**src/logic/pet_defs.svh**
```systemverilog
// constants for the pulse/event/capture timer
`ifndef PET_DEFS_SVH
`define PET_DEFS_SVH

`define PET_ADDR_W          6
`define PET_OFS_CTRL        6'h00
`define PET_OFS_RELOAD_A    6'h04
`define PET_OFS_RELOAD_B    6'h08
`define PET_OFS_TIMER       6'h0c
`define PET_OFS_STATUS      6'h10
`define PET_OFS_IRQ_EN      6'h14

`define PET_CTRL_UF_BIT     0
`define PET_CTRL_LO_BIT     1
`define PET_CTRL_MID_BIT    2
`define PET_CTRL_HI_BIT     3
`define PET_STAT_A_BIT      0
`define PET_STAT_B_BIT      1

`define PET_CTRL_RESET      4'h0
`define PET_STAT_RESET      2'h0
`define PET_IRQ_EN_RESET    2'h0

`define PET_CLK_DIV         10

`endif

```
**src/logic/pet_pkg.sv**
```systemverilog
// types shared by the pulse/event/capture timer
package pet_pkg;

    typedef enum logic [1:0] {
        PET_MODE_PWM,
        PET_MODE_EVENT,
        PET_MODE_CAPTURE
    } pet_mode_type;

    typedef struct packed {
        logic        read;
        logic        write;
        logic [5:0]  address;
        logic [3:0]  byteenable;
        logic [31:0] writedata;
    } pet_avm_req_type;

endpackage : pet_pkg

```
**src/logic/pet_timer.sv**
```systemverilog
// 16-bit pulse-width / event-counter / capture timer with avalon-mm registers
// Operation
// - two 16-bit reload registers, A and B
// - pwm counts per cycle, reloads A, B alternately
// - pwm toggle setting inverts pin A per underflow
// - pwm reload source sets matching pending flag
// - interrupt per flag only when its enable set
// - three mode bits select pwm, event, capture
// - event mode counts selected pin A edges
// - event mode underflow sets pending flag A
// - event mode pin B rising edge sets flag B
// - event mode never drives pin A
// - capture mode free runs, edges copy count
// - capture edge per pin selectable, sets flags
// - capture underflow sets ctrl bit 0 (the UF bit, below the mode bits), gated A
// - capture registers readable without disturbing count
// - instruction clock is oscillator divided by ten
// - timer and reload registers have no reset
//
// Decided for this implementation: the address map and the Avalon-MM register port.
`timescale 1ns/1ps
`include "pet_defs.svh"

module pet_timer #(
    parameter int CNT_W = 16
) (
    input  wire logic                 ref_clk_in,
    input  wire logic                 reset_in,
    input  wire pet_pkg::pet_avm_req_type avs_req_in,
    output logic [31:0]               avs_readdata_out,
    output logic                      avs_waitrequest_out,
    input  wire logic                 timer_pin_a_in,
    output logic                      timer_pin_a_out,
    output logic                      timer_pin_a_oe_out,
    input  wire logic                 timer_pin_b_in,
    output logic                      irq_out
);
    import pet_pkg::*;

    logic [3:0]       ctrl_reg;
    logic [1:0]       pend_reg;
    logic [1:0]       irq_en_reg;
    logic [CNT_W-1:0] main_timer_reg;
    logic [CNT_W-1:0] reload_capture_a_reg;
    logic [CNT_W-1:0] reload_capture_b_reg;
    logic [3:0]       div_reg;
    logic             tick;
    logic             pin_a_q_reg;
    logic             pin_b_q_reg;
    logic             next_from_b_reg;
    logic             pin_a_drive_reg;
    logic             pin_a_oe_reg;
    logic             irq_reg;
    logic             wait_reg;
    logic [31:0]      rdata_reg;
    pet_mode_type     mode;
    logic             toggle_sel;
    logic             edge_a;
    logic             edge_b;
    logic             count_en;
    logic             underflow;
    logic             req;
    logic             wr_fire;
    logic [CNT_W-1:0] wr_val;

    //////////////////////////////////////////////////////////////////////////
    // mode decode

    always_comb begin
        if (!ctrl_reg[`PET_CTRL_MID_BIT] && ctrl_reg[`PET_CTRL_HI_BIT]) begin
            mode = PET_MODE_PWM;
        end else if (!ctrl_reg[`PET_CTRL_MID_BIT]) begin
            mode = PET_MODE_EVENT;
        end else begin
            mode = PET_MODE_CAPTURE;
        end
    end

    // in pwm the lo mode bit picks toggle (101) or steady pin (100)
    assign toggle_sel = ctrl_reg[`PET_CTRL_LO_BIT];

    //////////////////////////////////////////////////////////////////////////
    // instruction-cycle enable

    always_ff @(posedge ref_clk_in or posedge reset_in) begin
        if (reset_in) begin
            div_reg <= 4'h0;
        end else if (div_reg == 4'(`PET_CLK_DIV - 1)) begin
            div_reg <= 4'h0;
        end else begin
            div_reg <= div_reg + 4'h1;
        end
    end

    assign tick = (div_reg == 4'(`PET_CLK_DIV - 1));

    //////////////////////////////////////////////////////////////////////////
    // pin edge detection

    always_ff @(posedge ref_clk_in or posedge reset_in) begin
        if (reset_in) begin
            pin_a_q_reg <= 1'b0;
            pin_b_q_reg <= 1'b0;
        end else begin
            pin_a_q_reg <= timer_pin_a_in;
            pin_b_q_reg <= timer_pin_b_in;
        end
    end

    // lo bit picks the falling edge of pin A, in event and capture modes alike
    assign edge_a = ctrl_reg[`PET_CTRL_LO_BIT] ? (pin_a_q_reg && !timer_pin_a_in)
                                               : (!pin_a_q_reg && timer_pin_a_in);
    // pin B: rising in event mode; in capture falling once hi or lo is set
    assign edge_b = (mode == PET_MODE_CAPTURE && (ctrl_reg[`PET_CTRL_LO_BIT] || ctrl_reg[`PET_CTRL_HI_BIT]))
                    ? (pin_b_q_reg && !timer_pin_b_in) : (!pin_b_q_reg && timer_pin_b_in);

    assign count_en  = (mode == PET_MODE_EVENT) ? edge_a : tick;
    assign underflow = count_en && (main_timer_reg == '0);

    //////////////////////////////////////////////////////////////////////////
    // register bus: one wait cycle, then a single-cycle acknowledge

    assign req     = avs_req_in.read || avs_req_in.write;
    assign wr_fire = avs_req_in.write && !wait_reg;
    assign wr_val  = {avs_req_in.byteenable[1] ? avs_req_in.writedata[15:8] : 8'h00,
                      avs_req_in.byteenable[0] ? avs_req_in.writedata[7:0]  : 8'h00};

    always_ff @(posedge ref_clk_in or posedge reset_in) begin
        if (reset_in) begin
            wait_reg <= 1'b1;
        end else if (req && wait_reg) begin
            wait_reg <= 1'b0;
        end else begin
            wait_reg <= 1'b1;
        end
    end

    // read data is latched on the same edge that drops waitrequest, so it stands during the acknowledge
    always_ff @(posedge ref_clk_in or posedge reset_in) begin
        if (reset_in) begin
            rdata_reg <= 32'h0000_0000;
        end else if (avs_req_in.read && wait_reg) begin
            if (avs_req_in.address == `PET_OFS_CTRL) begin
                rdata_reg <= {28'h0000000, ctrl_reg};
            end else if (avs_req_in.address == `PET_OFS_RELOAD_A) begin
                rdata_reg <= {16'h0000, reload_capture_a_reg};
            end else if (avs_req_in.address == `PET_OFS_RELOAD_B) begin
                rdata_reg <= {16'h0000, reload_capture_b_reg};
            end else if (avs_req_in.address == `PET_OFS_TIMER) begin
                rdata_reg <= {16'h0000, main_timer_reg};
            end else if (avs_req_in.address == `PET_OFS_STATUS) begin
                rdata_reg <= {30'h00000000, pend_reg};
            end else if (avs_req_in.address == `PET_OFS_IRQ_EN) begin
                rdata_reg <= {30'h00000000, irq_en_reg};
            end else begin
                rdata_reg <= 32'h0000_0000;
            end
        end
    end

    //////////////////////////////////////////////////////////////////////////
    // control and enable registers

    always_ff @(posedge ref_clk_in or posedge reset_in) begin
        if (reset_in) begin
            ctrl_reg <= `PET_CTRL_RESET;
        end else begin
            if (wr_fire && avs_req_in.address == `PET_OFS_CTRL && avs_req_in.byteenable[0]) begin
                ctrl_reg <= avs_req_in.writedata[3:0];
            end
            if (mode == PET_MODE_CAPTURE && underflow) begin
                ctrl_reg[`PET_CTRL_UF_BIT] <= 1'b1;
            end
        end
    end

    always_ff @(posedge ref_clk_in or posedge reset_in) begin
        if (reset_in) begin
            irq_en_reg <= `PET_IRQ_EN_RESET;
        end else if (wr_fire && avs_req_in.address == `PET_OFS_IRQ_EN && avs_req_in.byteenable[0]) begin
            irq_en_reg <= avs_req_in.writedata[1:0];
        end
    end

    //////////////////////////////////////////////////////////////////////////
    // pending flags: write one to clear, hardware set wins

    always_ff @(posedge ref_clk_in or posedge reset_in) begin
        if (reset_in) begin
            pend_reg <= `PET_STAT_RESET;
        end else begin
            if (wr_fire && avs_req_in.address == `PET_OFS_STATUS && avs_req_in.byteenable[0]) begin
                pend_reg <= pend_reg & ~avs_req_in.writedata[1:0];
            end
            if (mode == PET_MODE_CAPTURE) begin
                if (edge_a) begin
                    pend_reg[`PET_STAT_A_BIT] <= 1'b1;
                end
                if (edge_b) begin
                    pend_reg[`PET_STAT_B_BIT] <= 1'b1;
                end
            end else begin
                if (underflow && (!next_from_b_reg || mode == PET_MODE_EVENT)) begin
                    pend_reg[`PET_STAT_A_BIT] <= 1'b1;
                end
                if (underflow && next_from_b_reg && mode == PET_MODE_PWM) begin
                    pend_reg[`PET_STAT_B_BIT] <= 1'b1;
                end
                if (mode == PET_MODE_EVENT && edge_b) begin
                    pend_reg[`PET_STAT_B_BIT] <= 1'b1;
                end
            end
        end
    end

    //////////////////////////////////////////////////////////////////////////
    // counter and reload/capture registers, deliberately without reset

    always_ff @(posedge ref_clk_in or posedge reset_in) begin
        if (reset_in) begin
            next_from_b_reg <= 1'b0;
        end else if (mode == PET_MODE_CAPTURE) begin
            next_from_b_reg <= 1'b0;
        end else if (underflow) begin
            next_from_b_reg <= !next_from_b_reg;
        end
    end

    always_ff @(posedge ref_clk_in) begin
        if (underflow && mode != PET_MODE_CAPTURE) begin
            main_timer_reg <= next_from_b_reg ? reload_capture_b_reg : reload_capture_a_reg;
        end else if (count_en) begin
            main_timer_reg <= main_timer_reg - 1'b1;
        end else if (wr_fire && avs_req_in.address == `PET_OFS_TIMER) begin
            main_timer_reg <= wr_val;
        end
    end

    // a capture edge beats a colliding software write
    always_ff @(posedge ref_clk_in) begin
        if (mode == PET_MODE_CAPTURE && edge_a) begin
            reload_capture_a_reg <= main_timer_reg;
        end else if (wr_fire && avs_req_in.address == `PET_OFS_RELOAD_A) begin
            reload_capture_a_reg <= wr_val;
        end
        if (mode == PET_MODE_CAPTURE && edge_b) begin
            reload_capture_b_reg <= main_timer_reg;
        end else if (wr_fire && avs_req_in.address == `PET_OFS_RELOAD_B) begin
            reload_capture_b_reg <= wr_val;
        end
    end

    //////////////////////////////////////////////////////////////////////////
    // pin A output and interrupt

    always_ff @(posedge ref_clk_in or posedge reset_in) begin
        if (reset_in) begin
            pin_a_drive_reg <= 1'b0;
            pin_a_oe_reg    <= 1'b0;
        end else begin
            pin_a_oe_reg <= (mode == PET_MODE_PWM);
            if (mode == PET_MODE_PWM && toggle_sel && underflow) begin
                pin_a_drive_reg <= !pin_a_drive_reg;
            end
        end
    end

    always_ff @(posedge ref_clk_in or posedge reset_in) begin
        if (reset_in) begin
            irq_reg <= 1'b0;
        end else begin
            irq_reg <= (pend_reg[`PET_STAT_A_BIT] && irq_en_reg[0])
                    || (pend_reg[`PET_STAT_B_BIT] && irq_en_reg[1])
                    || (mode == PET_MODE_CAPTURE && ctrl_reg[`PET_CTRL_UF_BIT] && irq_en_reg[0]);
        end
    end

    assign avs_readdata_out    = rdata_reg;
    assign avs_waitrequest_out = wait_reg;
    assign timer_pin_a_out     = pin_a_drive_reg;
    assign timer_pin_a_oe_out  = pin_a_oe_reg;
    assign irq_out             = irq_reg;

    //////////////////////////////////////////////////////////////////////////
    // checks

    a_tick_period: assert property (@(posedge ref_clk_in) disable iff (reset_in)
        tick |-> ##1 (!tick) [*8] ##1 !tick ##1 tick)
        else $error("instruction tick not every ten clocks");
    a_pwm_reload_src: assert property (@(posedge ref_clk_in) disable iff (reset_in)
        (mode == PET_MODE_PWM && underflow && !wr_fire)
        |=> main_timer_reg == ($past(next_from_b_reg) ? $past(reload_capture_b_reg) : $past(reload_capture_a_reg))
            && next_from_b_reg != $past(next_from_b_reg))
        else $error("pwm reload source or alternation wrong");
    a_pwm_toggle_pin: assert property (@(posedge ref_clk_in) disable iff (reset_in)
        (mode == PET_MODE_PWM && underflow) |=> (timer_pin_a_out != $past(timer_pin_a_out)) == $past(toggle_sel))
        else $error("pin A toggle does not follow setting");
    a_pwm_flag_set: assert property (@(posedge ref_clk_in) disable iff (reset_in)
        (mode == PET_MODE_PWM && underflow && next_from_b_reg) |=> pend_reg[`PET_STAT_B_BIT])
        else $error("flag B not set on reload from B");
    a_irq_gate: assert property (@(posedge ref_clk_in) disable iff (reset_in)
        (!irq_en_reg[0] && !irq_en_reg[1]) [*2] |-> !irq_out)
        else $error("interrupt raised while both enables clear");
    a_event_count: assert property (@(posedge ref_clk_in) disable iff (reset_in)
        (mode == PET_MODE_EVENT && !edge_a && !wr_fire) |=> $stable(main_timer_reg))
        else $error("event counter moved without a pin A edge");
    a_pinb_edge: assert property (@(posedge ref_clk_in) disable iff (reset_in)
        (mode == PET_MODE_EVENT && !pin_b_q_reg && timer_pin_b_in) |=> pend_reg[`PET_STAT_B_BIT])
        else $error("pin B rising edge not latched");

    a_event_no_drive: assert property (@(posedge ref_clk_in) disable iff (reset_in)
        (mode == PET_MODE_EVENT) [*2] |-> !timer_pin_a_oe_out)
        else $error("pin A driven in event mode");

    a_capture_copy: assert property (@(posedge ref_clk_in) disable iff (reset_in)
        (mode == PET_MODE_CAPTURE && edge_a) |=> reload_capture_a_reg == $past(main_timer_reg))
        else $error("capture A missed the count");

    a_capture_wrap: assert property (@(posedge ref_clk_in) disable iff (reset_in)
        (mode == PET_MODE_CAPTURE && underflow)
        |=> main_timer_reg == '1 && ctrl_reg[`PET_CTRL_UF_BIT])
        else $error("capture underflow did not wrap or flag");

    a_bus_answer: assert property (@(posedge ref_clk_in) disable iff (reset_in)
        (req && avs_waitrequest_out) |=> !avs_waitrequest_out ##1 avs_waitrequest_out)
        else $error("bus answer not one cycle after request");

    c_pwm_both: cover property (@(posedge ref_clk_in) disable iff (reset_in)
        mode == PET_MODE_PWM && underflow && next_from_b_reg);
    c_event_uf: cover property (@(posedge ref_clk_in) disable iff (reset_in)
        mode == PET_MODE_EVENT && underflow);
    c_capture_ab: cover property (@(posedge ref_clk_in) disable iff (reset_in)
        mode == PET_MODE_CAPTURE && edge_a && edge_b);

endmodule : pet_timer

```
**config.mk**
```make
export PLATFORM = sky130hd
export DESIGN_NAME = pet_timer
export DESIGN_NICKNAME = d
export VERILOG_FILES = /design/src/logic/pet_pkg.sv /design/src/logic/pet_timer.sv
export VERILOG_INCLUDE_DIRS = /design/src /design/src/logic
export SDC_FILE = /design/constraint.sdc
export NUM_CORES = 1
export LEC_CHECK = 0
export BUFFER_PORTS_ARGS = -buffer_cell sky130_fd_sc_hd__buf_2
export CAP_MARGIN = 25
export CORE_MARGIN = 1.5
export CORE_UTILIZATION = 45
export DETAILED_ROUTE_END_ITERATION = 10
export PLACE_DENSITY = 0.66
export SLEW_MARGIN = 25
export SYNTH_ARGS = -nofsm -noshare
export SYNTH_HDL_FRONTEND = slang
export SYNTH_SLANG_ARGS = --single-unit
```
**constraint.sdc**
```tcl
create_clock -name ref_clk_in -period 3.1 [get_ports ref_clk_in]
set_clock_uncertainty 0.15 [all_clocks]
set_input_delay 0.62 -clock ref_clk_in [delete_from_list [all_inputs] [get_ports ref_clk_in]]
set_output_delay 0.62 -clock ref_clk_in [all_outputs]
set_load 0.03 [all_outputs]
```
After elaboration in Yosys (flattened, before gate mapping)
Cells that the tools add are included.
{"block": "totals", "reg_bits": 99, "out_inout_bits": 36, "elab_cells": 117}
{"block": "op_classes", "n_addsub": 2, "n_eq_ne": 9, "n_mux": 34, "bitwise": 2, "n_reduce_logical": 54}
{"op": "two-way mux 16 bit", "count": 12}
{"op": "logical AND 1 bit", "count": 33}
{"op": "zero test 16 bit", "count": 1}
{"op": "two-way mux 8 bit", "count": 2}
{"op": "subtractor 16 x 1 -> 16 bit, second input constant", "count": 1}
{"op": "two-way mux 1 bit", "count": 13}
{"op": "equality test 6 x 4 -> 1 bit, second input constant", "count": 2}
{"op": "equality test 6 x 5 -> 1 bit, second input constant", "count": 2}
{"op": "two-way mux 2 bit", "count": 6}
{"op": "zero test 1 bit", "count": 8}
{"op": "nonzero test 2 bit", "count": 4}
{"op": "equality test 6 x 3 -> 1 bit, second input constant", "count": 1}
{"op": "zero test 6 bit", "count": 1}
{"op": "logical OR 1 bit", "count": 5}
{"op": "adder 4 x 1 -> 4 bit, second input constant", "count": 1}
{"op": "equality test 4 bit, second input constant", "count": 1}
{"op": "two-way mux 4 bit", "count": 1}
{"op": "nonzero test 3 bit", "count": 1}
{"op": "AND 2 bit", "count": 1}
{"op": "equality test 2 x 1 -> 1 bit, second input constant", "count": 1}
{"op": "equality test 2 bit, second input constant", "count": 1}
{"op": "zero test 2 bit", "count": 1}
{"op": "inequality test 2 bit, second input constant", "count": 1}
{"op": "NOT 2 bit", "count": 1}

Depth between registers and ports, before layout
Gate-level depths: netlist of the first run.
{"block": "depth", "word_depth": 11, "mapped_depth": 8}

Least setup slack after synthesis of the first run
No wires, ideal clock.
{"block": "synth_timing", "path_kind": "input to register", "startpoint": "input port avs_req_in[41] in the netlist's numbering", "endpoint": "register reload_capture_b_reg[0] (enable)", "arrival_time_ns": 2.541, "path_slack_ns": -0.005, "stages": 3, "n_path_buf": 0, "cell_sequence": "nor4_1 > nand2_1 > o31ai_1"}
{"block": "synth_between", "elab_chain_len": 3}
{"element": "start: declaration", "line_no": "pet_timer.sv:29", "text": "input wire pet_pkg::pet_avm_req_type avs_req_in,"}
{"element": "equality test 6 x 4 -> 1 bit (no source line)"}
{"element": "logical AND 1 bit (no source line)"}
{"element": "nonzero test 2 bit (no source line)"}
{"element": "end signal: assignment", "line_no": "pet_timer.sv:247", "text": "reload_capture_b_reg <= main_timer_reg;"}
{"element": "end signal: assignment", "line_no": "pet_timer.sv:249", "text": "reload_capture_b_reg <= wr_val;"}
{"element": "end: declaration", "line_no": "pet_timer.sv:45", "text": "logic [CNT_W-1:0] reload_capture_b_reg;"}
Every way passes these cells.
A chain may end at the register's enable or synchronous reset.

Worst setup path in the final report of the first run
{"block": "layout_timing", "startpoint": "register main_timer_reg[0]", "endpoint": "register main_timer_reg[9] (data pin)"}
{"block": "layout_between", "elab_chain_len": 4, "elab_cells_between_ends": 6, "cone_classes": "add/sub (1); mux (2); reduce/logical (3)"}
{"element": "start: declaration", "line_no": "pet_timer.sv:43", "text": "logic [CNT_W-1:0] main_timer_reg;"}
{"element": "start signal: assignment", "line_no": "pet_timer.sv:231", "text": "main_timer_reg <= next_from_b_reg ? reload_capture_b_reg : reload_capture_a_reg;"}
{"element": "start signal: assignment", "line_no": "pet_timer.sv:233", "text": "main_timer_reg <= main_timer_reg - 1'b1;"}
{"element": "start signal: assignment", "line_no": "pet_timer.sv:235", "text": "main_timer_reg <= wr_val;"}
{"element": "branches (longest 3 deep; another with subtractor 16 x 1 -> 16 bit)"}
{"element": "two-way mux 16 bit *", "line_no": "pet_timer.sv:230", "text": "if (underflow && mode != PET_MODE_CAPTURE) begin"}
Mark *: on every way between the ends.

==> results of run 1 <==
per-layer routing:
layer / vias to the layer above / global-route usage (%)
met5: - / 0
met2: 144 / 35.90
met3: 33 / 3.801
met1: 1931 / 30.82
li1: 1878 / -
met4: 0 / 10.52
cells in the mapped netlist (2+ instances only):
cell,n
a211oi_1,9
a21boi_0,2
a21oi_1,20
a22o_1,4
a31o_2,5
a31oi_1,2
buf_1,3
buf_4,16
clkbuf_1,27
dfrtp_1,34
edfxtp_1,48
ha_1,2
inv_1,22
mux2_2,17
mux2i_1,17
mux4_2,2
nand2_1,40
nand2b_1,4
nand3_1,52
nand4_1,5
nor2_1,20
nor2b_1,9
nor3_1,7
nor3b_1,4
nor4_1,3
nor4_4,2
nor4b_1,2
o2111ai_1,2
o211ai_1,2
o21ai_0,77
o22ai_1,2
o41ai_1,3
or4_1,3
xnor2_1,8
cells by family (layout without fill, tap and decap cells):
logic type	Yosys count	in the layout
xor gates and xnor gates	9	9
and+or+nand+nor	159	159
DFF	83	83
adders and majority gates	2	2
muxes	36	36
buffers and inverters	69	105
other	1	16
AOI/OAI and AO/OA	136	136
layout make-up:
class	count	share of cell area, %
Tap cell	136	3.162
Clock buffer	10	2.558
Timing Repair Buffer	67	7.068
Inverter	22	1.535
Sequential cell	83	43.08
Multi-Input combinational cell	358	41.13
Clock inverter	6	1.465
worst max path at each step:
| stage | startpoint | endpoint | depth (start not counted) |
|---|---|---|---|
| 3_3_place_gp | avs_req_in[41] | ctrl_reg[3]$_DFFE_PP0P_ | 5 |
| 3_5_place_dp | avs_req_in[41] | ctrl_reg[3]$_DFFE_PP0P_ | 5 |
| 4_1_cts | main_timer_reg[0]$_DFFE_PP_ | main_timer_reg[9]$_DFFE_PP_ | 8 |
| 6_report | main_timer_reg[0]$_DFFE_PP_ | main_timer_reg[9]$_DFFE_PP_ | 8 |
| 2_1_floorplan | avs_req_in[38] | main_timer_reg[0]$_DFFE_PP_ | 4 |
| 5_1_grt | main_timer_reg[0]$_DFFE_PP_ | main_timer_reg[9]$_DFFE_PP_ | 8 |
power by group:
| group | switching [W] | internal, W |
|---|---|---|
| registers | 0.0000289 | 0.00123 |
| logic | 0.000219 | 0.0000983 |
| clock network | 0.000403 | 0.000468 |
| total | 0.000651 | 0.00179 |
per-stage QoR:
step | hold WS, ns | std cells | total power [W]
after floorplan | 0.3265 | 510 | 0.001495
after global placement | 0.3028 | 666 | 0.001583
after detailed placement | 0.3187 | 666 | 0.001594
after CTS | 0.2182 | 682 | 0.002448
after global routing | 0.2385 | 682 | 0.002517
final | 0.1811 | 682 | 0.002443
==> results.toml, run 1 <==
[status]
status = "complete, no violations"

[timing]
tns_ns = 0
rsz0062_at_grt = "no"
fmax_ghz = 0.4015
tightest_slew_ns = 1.022
slew_viol_final = 0
period_share_pct = 80.34
setup_violations = 0
hold_viol = 0
worst_slack_ns = 0.6096
fin_crit_ns = 2.490
relSlewSlack_pct = 31.84

[floorplan]
die-area_um2 = 11260
die_h_um = 106.1
initial_utilization_pct = 46.33
io_pins = 84
core_area_um2 = 10320
die-width_um = 106.1
num_rows = 37

[grt]
globalRouteTotalUtil_pct = 22.82
overflow = 0
grt_max_degree = 29
antenna_found_initial = 0
grt_pass1_wl_mm = 19.98
grt_pass1_vias = 3933

[setup_path]
max_stage_delay_ns = 0.41
cp-start-kind = "flip-flop"
worstRegToRegCells = 8
end_kind = "flip-flop"
worstPathRequired_ns = 3.07
arrival_ns = 2.46
crit_family = "simple AND/OR/NAND/NOR gates"
reg2reg_to = "main_timer_reg[9]$_DFFE_PP_"
path_cells = "inv_1 -> ha_1 -> nor4b_1 -> nand4_2 -> buf_4 -> a211oi_1 -> a211oi_1 -> a31o_2"
rrSetupSlack_ns = 0.61
reg2reg_from = "main_timer_reg[0]$_DFFE_PP_"
worst-path-buf-inv = 2
slowest_stage = "edfxtp_1"
cp_common_cell = "a211oi_1"
critical_path_class = "reg2reg"
worstPathMaxFanout = 18

[placed_design]
placed_cell_area_um2 = 5165
dp_hpwl_mm = 8.423
routabilityCongestion = 0.8359
io_buffers = 49
post-place-ws_ns = 0.4776

[logic_synthesis]
netlist_area_um2 = 4783
synth_seq_cells = 83
ys_top_cells_by_area = "edfxtp_1 (30%), dfrtp_1 (18%), o21ai_0 (8.1%)"
synth_simple_gate_area_share_pct = 17.47
synthDominantCellAreaShare_pct = 30.13
muxShareOfSynthArea_pct = 8.501
yosys.area_share.adder_pct = 0.5231
synth_compound_gate_area_share_pct = 16.61
syn_inst = 495
ys_warn_count = 0
yosysTopAreaCell = "edfxtp_1"
synth_xor_area_share_pct = 1.648
async_reset_ff_share_pct = 42.17
ys.flop_type = "edfxtp_1"
avgSynthCellArea_um2 = 9.663
synth_top_family_by_area = "simple AND/OR/NAND/NOR gates"
yosysSeqAreaShare_pct = 48.47
synth_edf_count = 48
yosysUniqueCellTypes = 54

[routing]
via_per_inst = 5.845
ant_nets = 0
drtIter0Drc = 221
drt-total-wl_mm = 12.20
remaining_drc_errors = 0
wl_met1_mm = 5.414
top_layer_used = "met4"
met3_wirelength_um = 718
wl_met2_mm = 5.703
via_count = 3986
wl_per_cell_um = 17.89
drt_pass1_iterations = 5

[final_layout]
area.growth.synth_to_final_pct = 12.50
regArea_um2 = 2318
layout_common_cells = "o21ai_0 (76), nand3_1 (52), buf_2 (49)"
final_layout_size_suffix_gt1_share_pct = 21.25
antenna_cells = 0
design_area_um2 = 5381
final_common_cell = "o21ai_0"
final_util_pct = 52.13
final_nets = 591
multi_input_area_um2 = 2213
n_fill_cell = 948

[cts]
cts_setup_buffers = 0
clk_pin_slew_ns = 0.09
cts-root-buf = "clkbuf_8"
hold_buffers = 0
cts_max_path_buffers = 2
clkSinkCount = 83
clk_latency_ns = 0.37
cts_tree = "yes"
htreeDepth = 3
numCtsBuffers = 9
ctsResizeCount = 0

[pwr]
power_density_nw_per_um2 = 453.9
power_leakage_nw = 2.178
irDropWorstVdd_mv = 0.1764

[hold_path]
hold_class = "in2async"

[job]
drv_cap = 0
(Power assumes the default switching activity.)
==> inputs of run 2 (changes only) <==
PLACE_DENSITY = 0.69   (was 0.66)
clock period = 2.1 ns   (was 3.1 ns; I/O delays follow)
==> run 2 against run 1 <==
Effect of this change: the flow now finishes with violations (setup timing); largest cell class is now multi-input gates; maximum frequency up 16%; total power up 48%; sequential share of layout area down 4.8 points; global-route usage up 1.0 points; sequential power up 48%; non-clock buffer count up 57; combinational power up 69%; sequential cell count unchanged; largest power group unchanged; setup slack worse by 0.66 ns; clock power up 42%; critical path depth down 1; register-to-register slack worse by 0.66 ns.
==> results.toml, run 2 (synthesized netlist as in run 1, its figures left out) <==
[timing]
rsz0062_at_grt = "yes"
fin_crit_ns = 2.148
fmax_ghz = 0.4656
tightest_slew_ns = 0.5997
relSlewSlack_pct = 59.92
hold_viol = 0
worst_slack_ns = -0.04769
period_share_pct = 102.3
setup_violations = 2
hold_ws_ns = 0.02819
tns_ns = -0.08155
slew_viol_final = 0

[routing]
via_count = 4214
ant_nets = 0
via_per_inst = 5.702
remaining_drc_errors = 0
drt-total-wl_mm = 12.94
met3_wirelength_um = 676
drt_pass1_iterations = 6
wl_met1_mm = 5.864
wl_met2_mm = 6.158
drtIter0Drc = 280
wl_per_cell_um = 17.51
top_layer_used = "met4"

[pwr]
power_leakage_nw = 2.534
power_w = 0.003622
power_density_nw_per_um2 = 597.5
irDropWorstVdd_mv = 0.2561

[job]
drv_cap = 0

[grt]
grt_pass1_vias = 4057
antenna_found_initial = 0
globalRouteTotalUtil_pct = 23.82
grt_pass1_wl_mm = 20.62
grt_max_degree = 36
overflow = 0

[cts]
numCtsBuffers = 9
cts_tree = "yes"
htreeDepth = 3
cts-root-buf = "clkbuf_8"
clkSinkCount = 83
clk_pin_slew_ns = 0.09
clk_latency_ns = 0.37
cts_max_path_buffers = 2

[floorplan]
die-area_um2 = 11260
io_pins = 84
die-width_um = 106.1
core_area_um2 = 10320
num_rows = 37
die_h_um = 106.1
initial_utilization_pct = 46.33

[final_layout]
final_nets = 648
layout_common_cells = "o21ai_0 (65), buf_4 (65), nand3_1 (51)"
n_fill_cell = 863
final_layout_size_suffix_gt1_share_pct = 34.00
antenna_cells = 0
regArea_um2 = 2318
multi_input_area_um2 = 2407
area.growth.synth_to_final_pct = 26.73

[hold_path]
hold_class = "in2reg"
whs_path_depth = 1

[placed_design]
dp_hpwl_mm = 9.095
io_buffers = 49
post-place-ws_ns = -0.1622
routabilityCongestion = 0.8881

[setup_path]
cp-start-kind = "flip-flop"
arrival_ns = 2.13
worstRegToRegCells = 7
path_cells = "nor4_4 -> buf_6 -> buf_6 -> a31oi_1 -> a31oi_1 -> a211oi_2 -> a31o_2"
slowest_stage = "edfxtp_1"
max_stage_delay_ns = 0.45
critical_path_class = "reg2reg"
end_kind = "flip-flop"
worstPathRequired_ns = 2.08
worstPathMaxFanout = 7

[status]
status = "finished, violations left"
violations = "setup timing"
run 2: cell type report:
class                           instances  share of cell area (%)
Timing Repair Buffer                  124                   14.37
Sequential cell                        83                   38.25
Inverter                               22                   1.362
Clock buffer                           12                   2.724
Multi-Input combinational cell        358                   39.71
Clock inverter                          4                  0.7843
Tap cell                              136                   2.807
run 2: through the flow:
step | cell area (um^2) | instances | util [%]
finish | 6062 | 739 | 58.72
global route | 6062 | 739 | 58.72
CTS | 5931 | 736 | 57.45
detailed placement | 5614 | 716 | 54.38
global placement | 5614 | 716 | 54.38
floorplan | 4888 | 510 | -
run 2: path summary, 6_finish.rpt:
path	slack (ns)	endpoint	from
min in group asynchronous	0.54	timer_pin_a_out$_DFFE_PP0P_	reset_in
max in group asynchronous	0.92	avs_waitrequest_out$_DFF_PP1_	reset_in
hold / removal	0.03	pin_a_q_reg$_DFF_PP0_	timer_pin_a_in
setup / recovery	-0.05	main_timer_reg[9]$_DFFE_PP_	main_timer_reg[4]$_DFFE_PP_
hold reg to reg	0.31	timer_pin_a_out$_DFFE_PP0P_	timer_pin_a_out$_DFFE_PP0P_
setup reg to reg	-0.05	main_timer_reg[9]$_DFFE_PP_	main_timer_reg[4]$_DFFE_PP_
run 2: metal layers:
metal | vias up | global-route usage [%]
met1 | 2058 | 32.78
met5 | - | 0
met2 | 141 | 37.93
met4 | 0 | 7.529
li1 | 1993 | -
met3 | 22 | 4.660
run 2: where the power goes:
| part | switching [W] | internal [W] | total [W] |
|---|---|---|---|
| clock network | 0.000594 | 0.000643 | 0.00124 |
| logic | 0.000345 | 0.000191 | 0.000536 |
| registers | 0.0000392 | 0.00181 | 0.00185 |
| total | 0.000978 | 0.00264 | 0.00362 |
run 2: timing repair:
action | CTS | global route
buffers inserted | 3 | 3
pin swaps | 7 | 15
hold buffers | 1 | 0
resized for setup | 14 | 34
endpoints found under the setup margin | 16 | 20
endpoints found under the hold margin | 2 | 0
run 2: worst max-delay path, delay by kind of cell, from the launching register on:
family          cells  cell delay [ns]
compound gates      4             0.66
flops               1             0.45
simple gates        1             0.34
buf+inv             2             0.30
==> inputs of run 3 (changes only) <==
GPL_TIMING_DRIVEN = 0   (was default)
==> run 3 against run 2 <==
Effect of this change: the flow still finishes with violations (setup timing); global-route usage rose by 3.2 points; first-iteration DRC count rose by 130%; register-to-register slack got worse by 0.18 ns; maximum frequency fell by 7.8%; cell count rose by 1.5%; die area did not move; clock-buffer cell count fell by 2; routed wire length rose by 20%; critical path depth did not move; final area rose by 1.4%; sequential share of layout area fell by 0.50 points.
==> results.toml, run 3 (synthesized netlist as in run 1, its figures left out) <==
[routing]
wl_per_cell_um = 20.77
via_count = 4590
drt-total-wl_mm = 15.58
ant_nets = 0
remaining_drc_errors = 0
drt_pass1_iterations = 6
via_per_inst = 6.120
drtIter0Drc = 630

[setup_path]
rrSetupSlack_ns = -0.23
reg2reg_from = "main_timer_reg[8]$_DFFE_PP_"
reg2reg_to = "main_timer_reg[7]$_DFFE_PP_"
worstPathRequired_ns = 2.07
arrival_ns = 2.30
critical_path_class = "reg2reg"
worstPathMaxFanout = 6
worstRegToRegCells = 7
end_kind = "flip-flop"
cp-start-kind = "flip-flop"

[floorplan]
initial_utilization_pct = 46.33
io_pins = 84
num_rows = 37
die-area_um2 = 11260
die_h_um = 106.1
die-width_um = 106.1
core_area_um2 = 10320

[final_layout]
final_common_cell = "o21ai_0"
n_fill_cell = 875
final_util_pct = 59.57
antenna_cells = 0
final_layout_size_suffix_gt1_share_pct = 35.02
final_nets = 659
instances_no_fill = 750
layout_common_cells = "o21ai_0 (56), nand3_1 (52), buf_2 (48), edfxtp_1 (48), buf_4 (46)"
area.growth.synth_to_final_pct = 28.56

[status]
violations = "setup timing"
status = "finished, violations left"

[pwr]
power_density_nw_per_um2 = 581.2
power_leakage_nw = 2.565
irDropWorstVdd_mv = 0.2970
power_w = 0.003574

[hold_path]
hold_class = "in2reg"
hp-start = "timer_pin_b_in"
holdPathEnd = "pin_b_q_reg$_DFF_PP0_"
whs_path_depth = 1

[cts]
cts-root-buf = "clkbuf_8"
clk_pin_slew_ns = 0.08
cts_max_path_buffers = 2
cts_tree = "yes"
numCtsBuffers = 9
clkSinkCount = 83
clk_latency_ns = 0.36
htreeDepth = 3

[grt]
globalRouteTotalUtil_pct = 27.01
grt_pass1_wl_mm = 23.18
grt_pass1_vias = 4448
overflow = 0
antenna_found_initial = 0
grt_max_degree = 29

[timing]
relSlewSlack_pct = 47.70
slew_viol_final = 0
worst_slack_ns = -0.2301
fmax_ghz = 0.4292
setup_violations = 17
tns_ns = -2.251
tightest_slew_ns = 0.7844
fin_crit_ns = 2.330
hold_viol = 0
rsz0062_at_grt = "yes"
period_share_pct = 111.0

[placed_design]
io_buffers = 46
place_inst = 693
dp_hpwl_mm = 9.631
routabilityCongestion = 0.9095
post-place-ws_ns = -0.8024

[job]
drv_cap = 0
run 3: layout make-up:
type	instances	area (um^2)	area share (%)
tap	136	170.2	2.767
timing repair buffer	87	615.6	10.01
clock inverter	6	56.30	0.9156
buffer	46	280.3	4.557
multi-input combinational	360	2496	40.59
inverter	22	82.58	1.343
sequential	83	2321	37.74
clock buffer	10	127.6	2.075
run 3: routing by layer:
metal	GRT usage (%)	up-vias	part of all wire [%]
met4	12.26	0	4.6
met1	35.04	2169	38
li1	-	2023	-
met5	0	-	0
met3	5.947	72	11
met2	43.18	326	46
run 3: report_power, final:
part | internal [W] | switching (W)
sequential | 0.00181 | 0.0000485
clock | 0.000540 | 0.000590
combinational | 0.000202 | 0.000384
total | 0.00255 | 0.00102
run 3: critical path, cell delays in order, from the launching register on:
cell      delay [ns]
edfxtp_1        0.50
nor4_4          0.41
buf_4           0.20
buf_6           0.10
nand4_4         0.16
a211oi_2        0.27
a211oi_2        0.07
a31o_2          0.22
run 3: worst max-delay path by stage:
stage	startpoint	end
5_1_grt	main_timer_reg[8]$_DFFE_PP_	main_timer_reg[7]$_DFFE_PP_
4_1_cts	main_timer_reg[7]$_DFFE_PP_	main_timer_reg[2]$_DFFE_PP_
6_report	main_timer_reg[8]$_DFFE_PP_	main_timer_reg[7]$_DFFE_PP_
3_3_place_gp	ctrl_reg[1]$_DFFE_PP0P_	main_timer_reg[14]$_DFFE_PP_
3_5_place_dp	ctrl_reg[1]$_DFFE_PP0P_	main_timer_reg[13]$_DFFE_PP_
2_1_floorplan	main_timer_reg[3]$_DFFE_PP_	main_timer_reg[10]$_DFFE_PP_
run 3: stage by stage:
stage / hold WS [ns] / area, um^2
4_1_cts: 0.04307 / 5964
6_report: 0.04666 / 6150
2_1_floorplan: 0.3014 / 4888
3_5_place_dp: 0.2021 / 5309
3_3_place_gp: 0.3015 / 5289
5_1_grt: 0.03302 / 6150
run 3: timing repair:
item / in CTS / in global routing
pin swaps: 17 / 19
endpoints found under the hold margin: 7 / 0
endpoints found under the setup margin: 101 / 95
hold buffers: 1 / 0
cloned: 3 / 1
resized for setup: 57 / 43
buffers inserted: 30 / 11
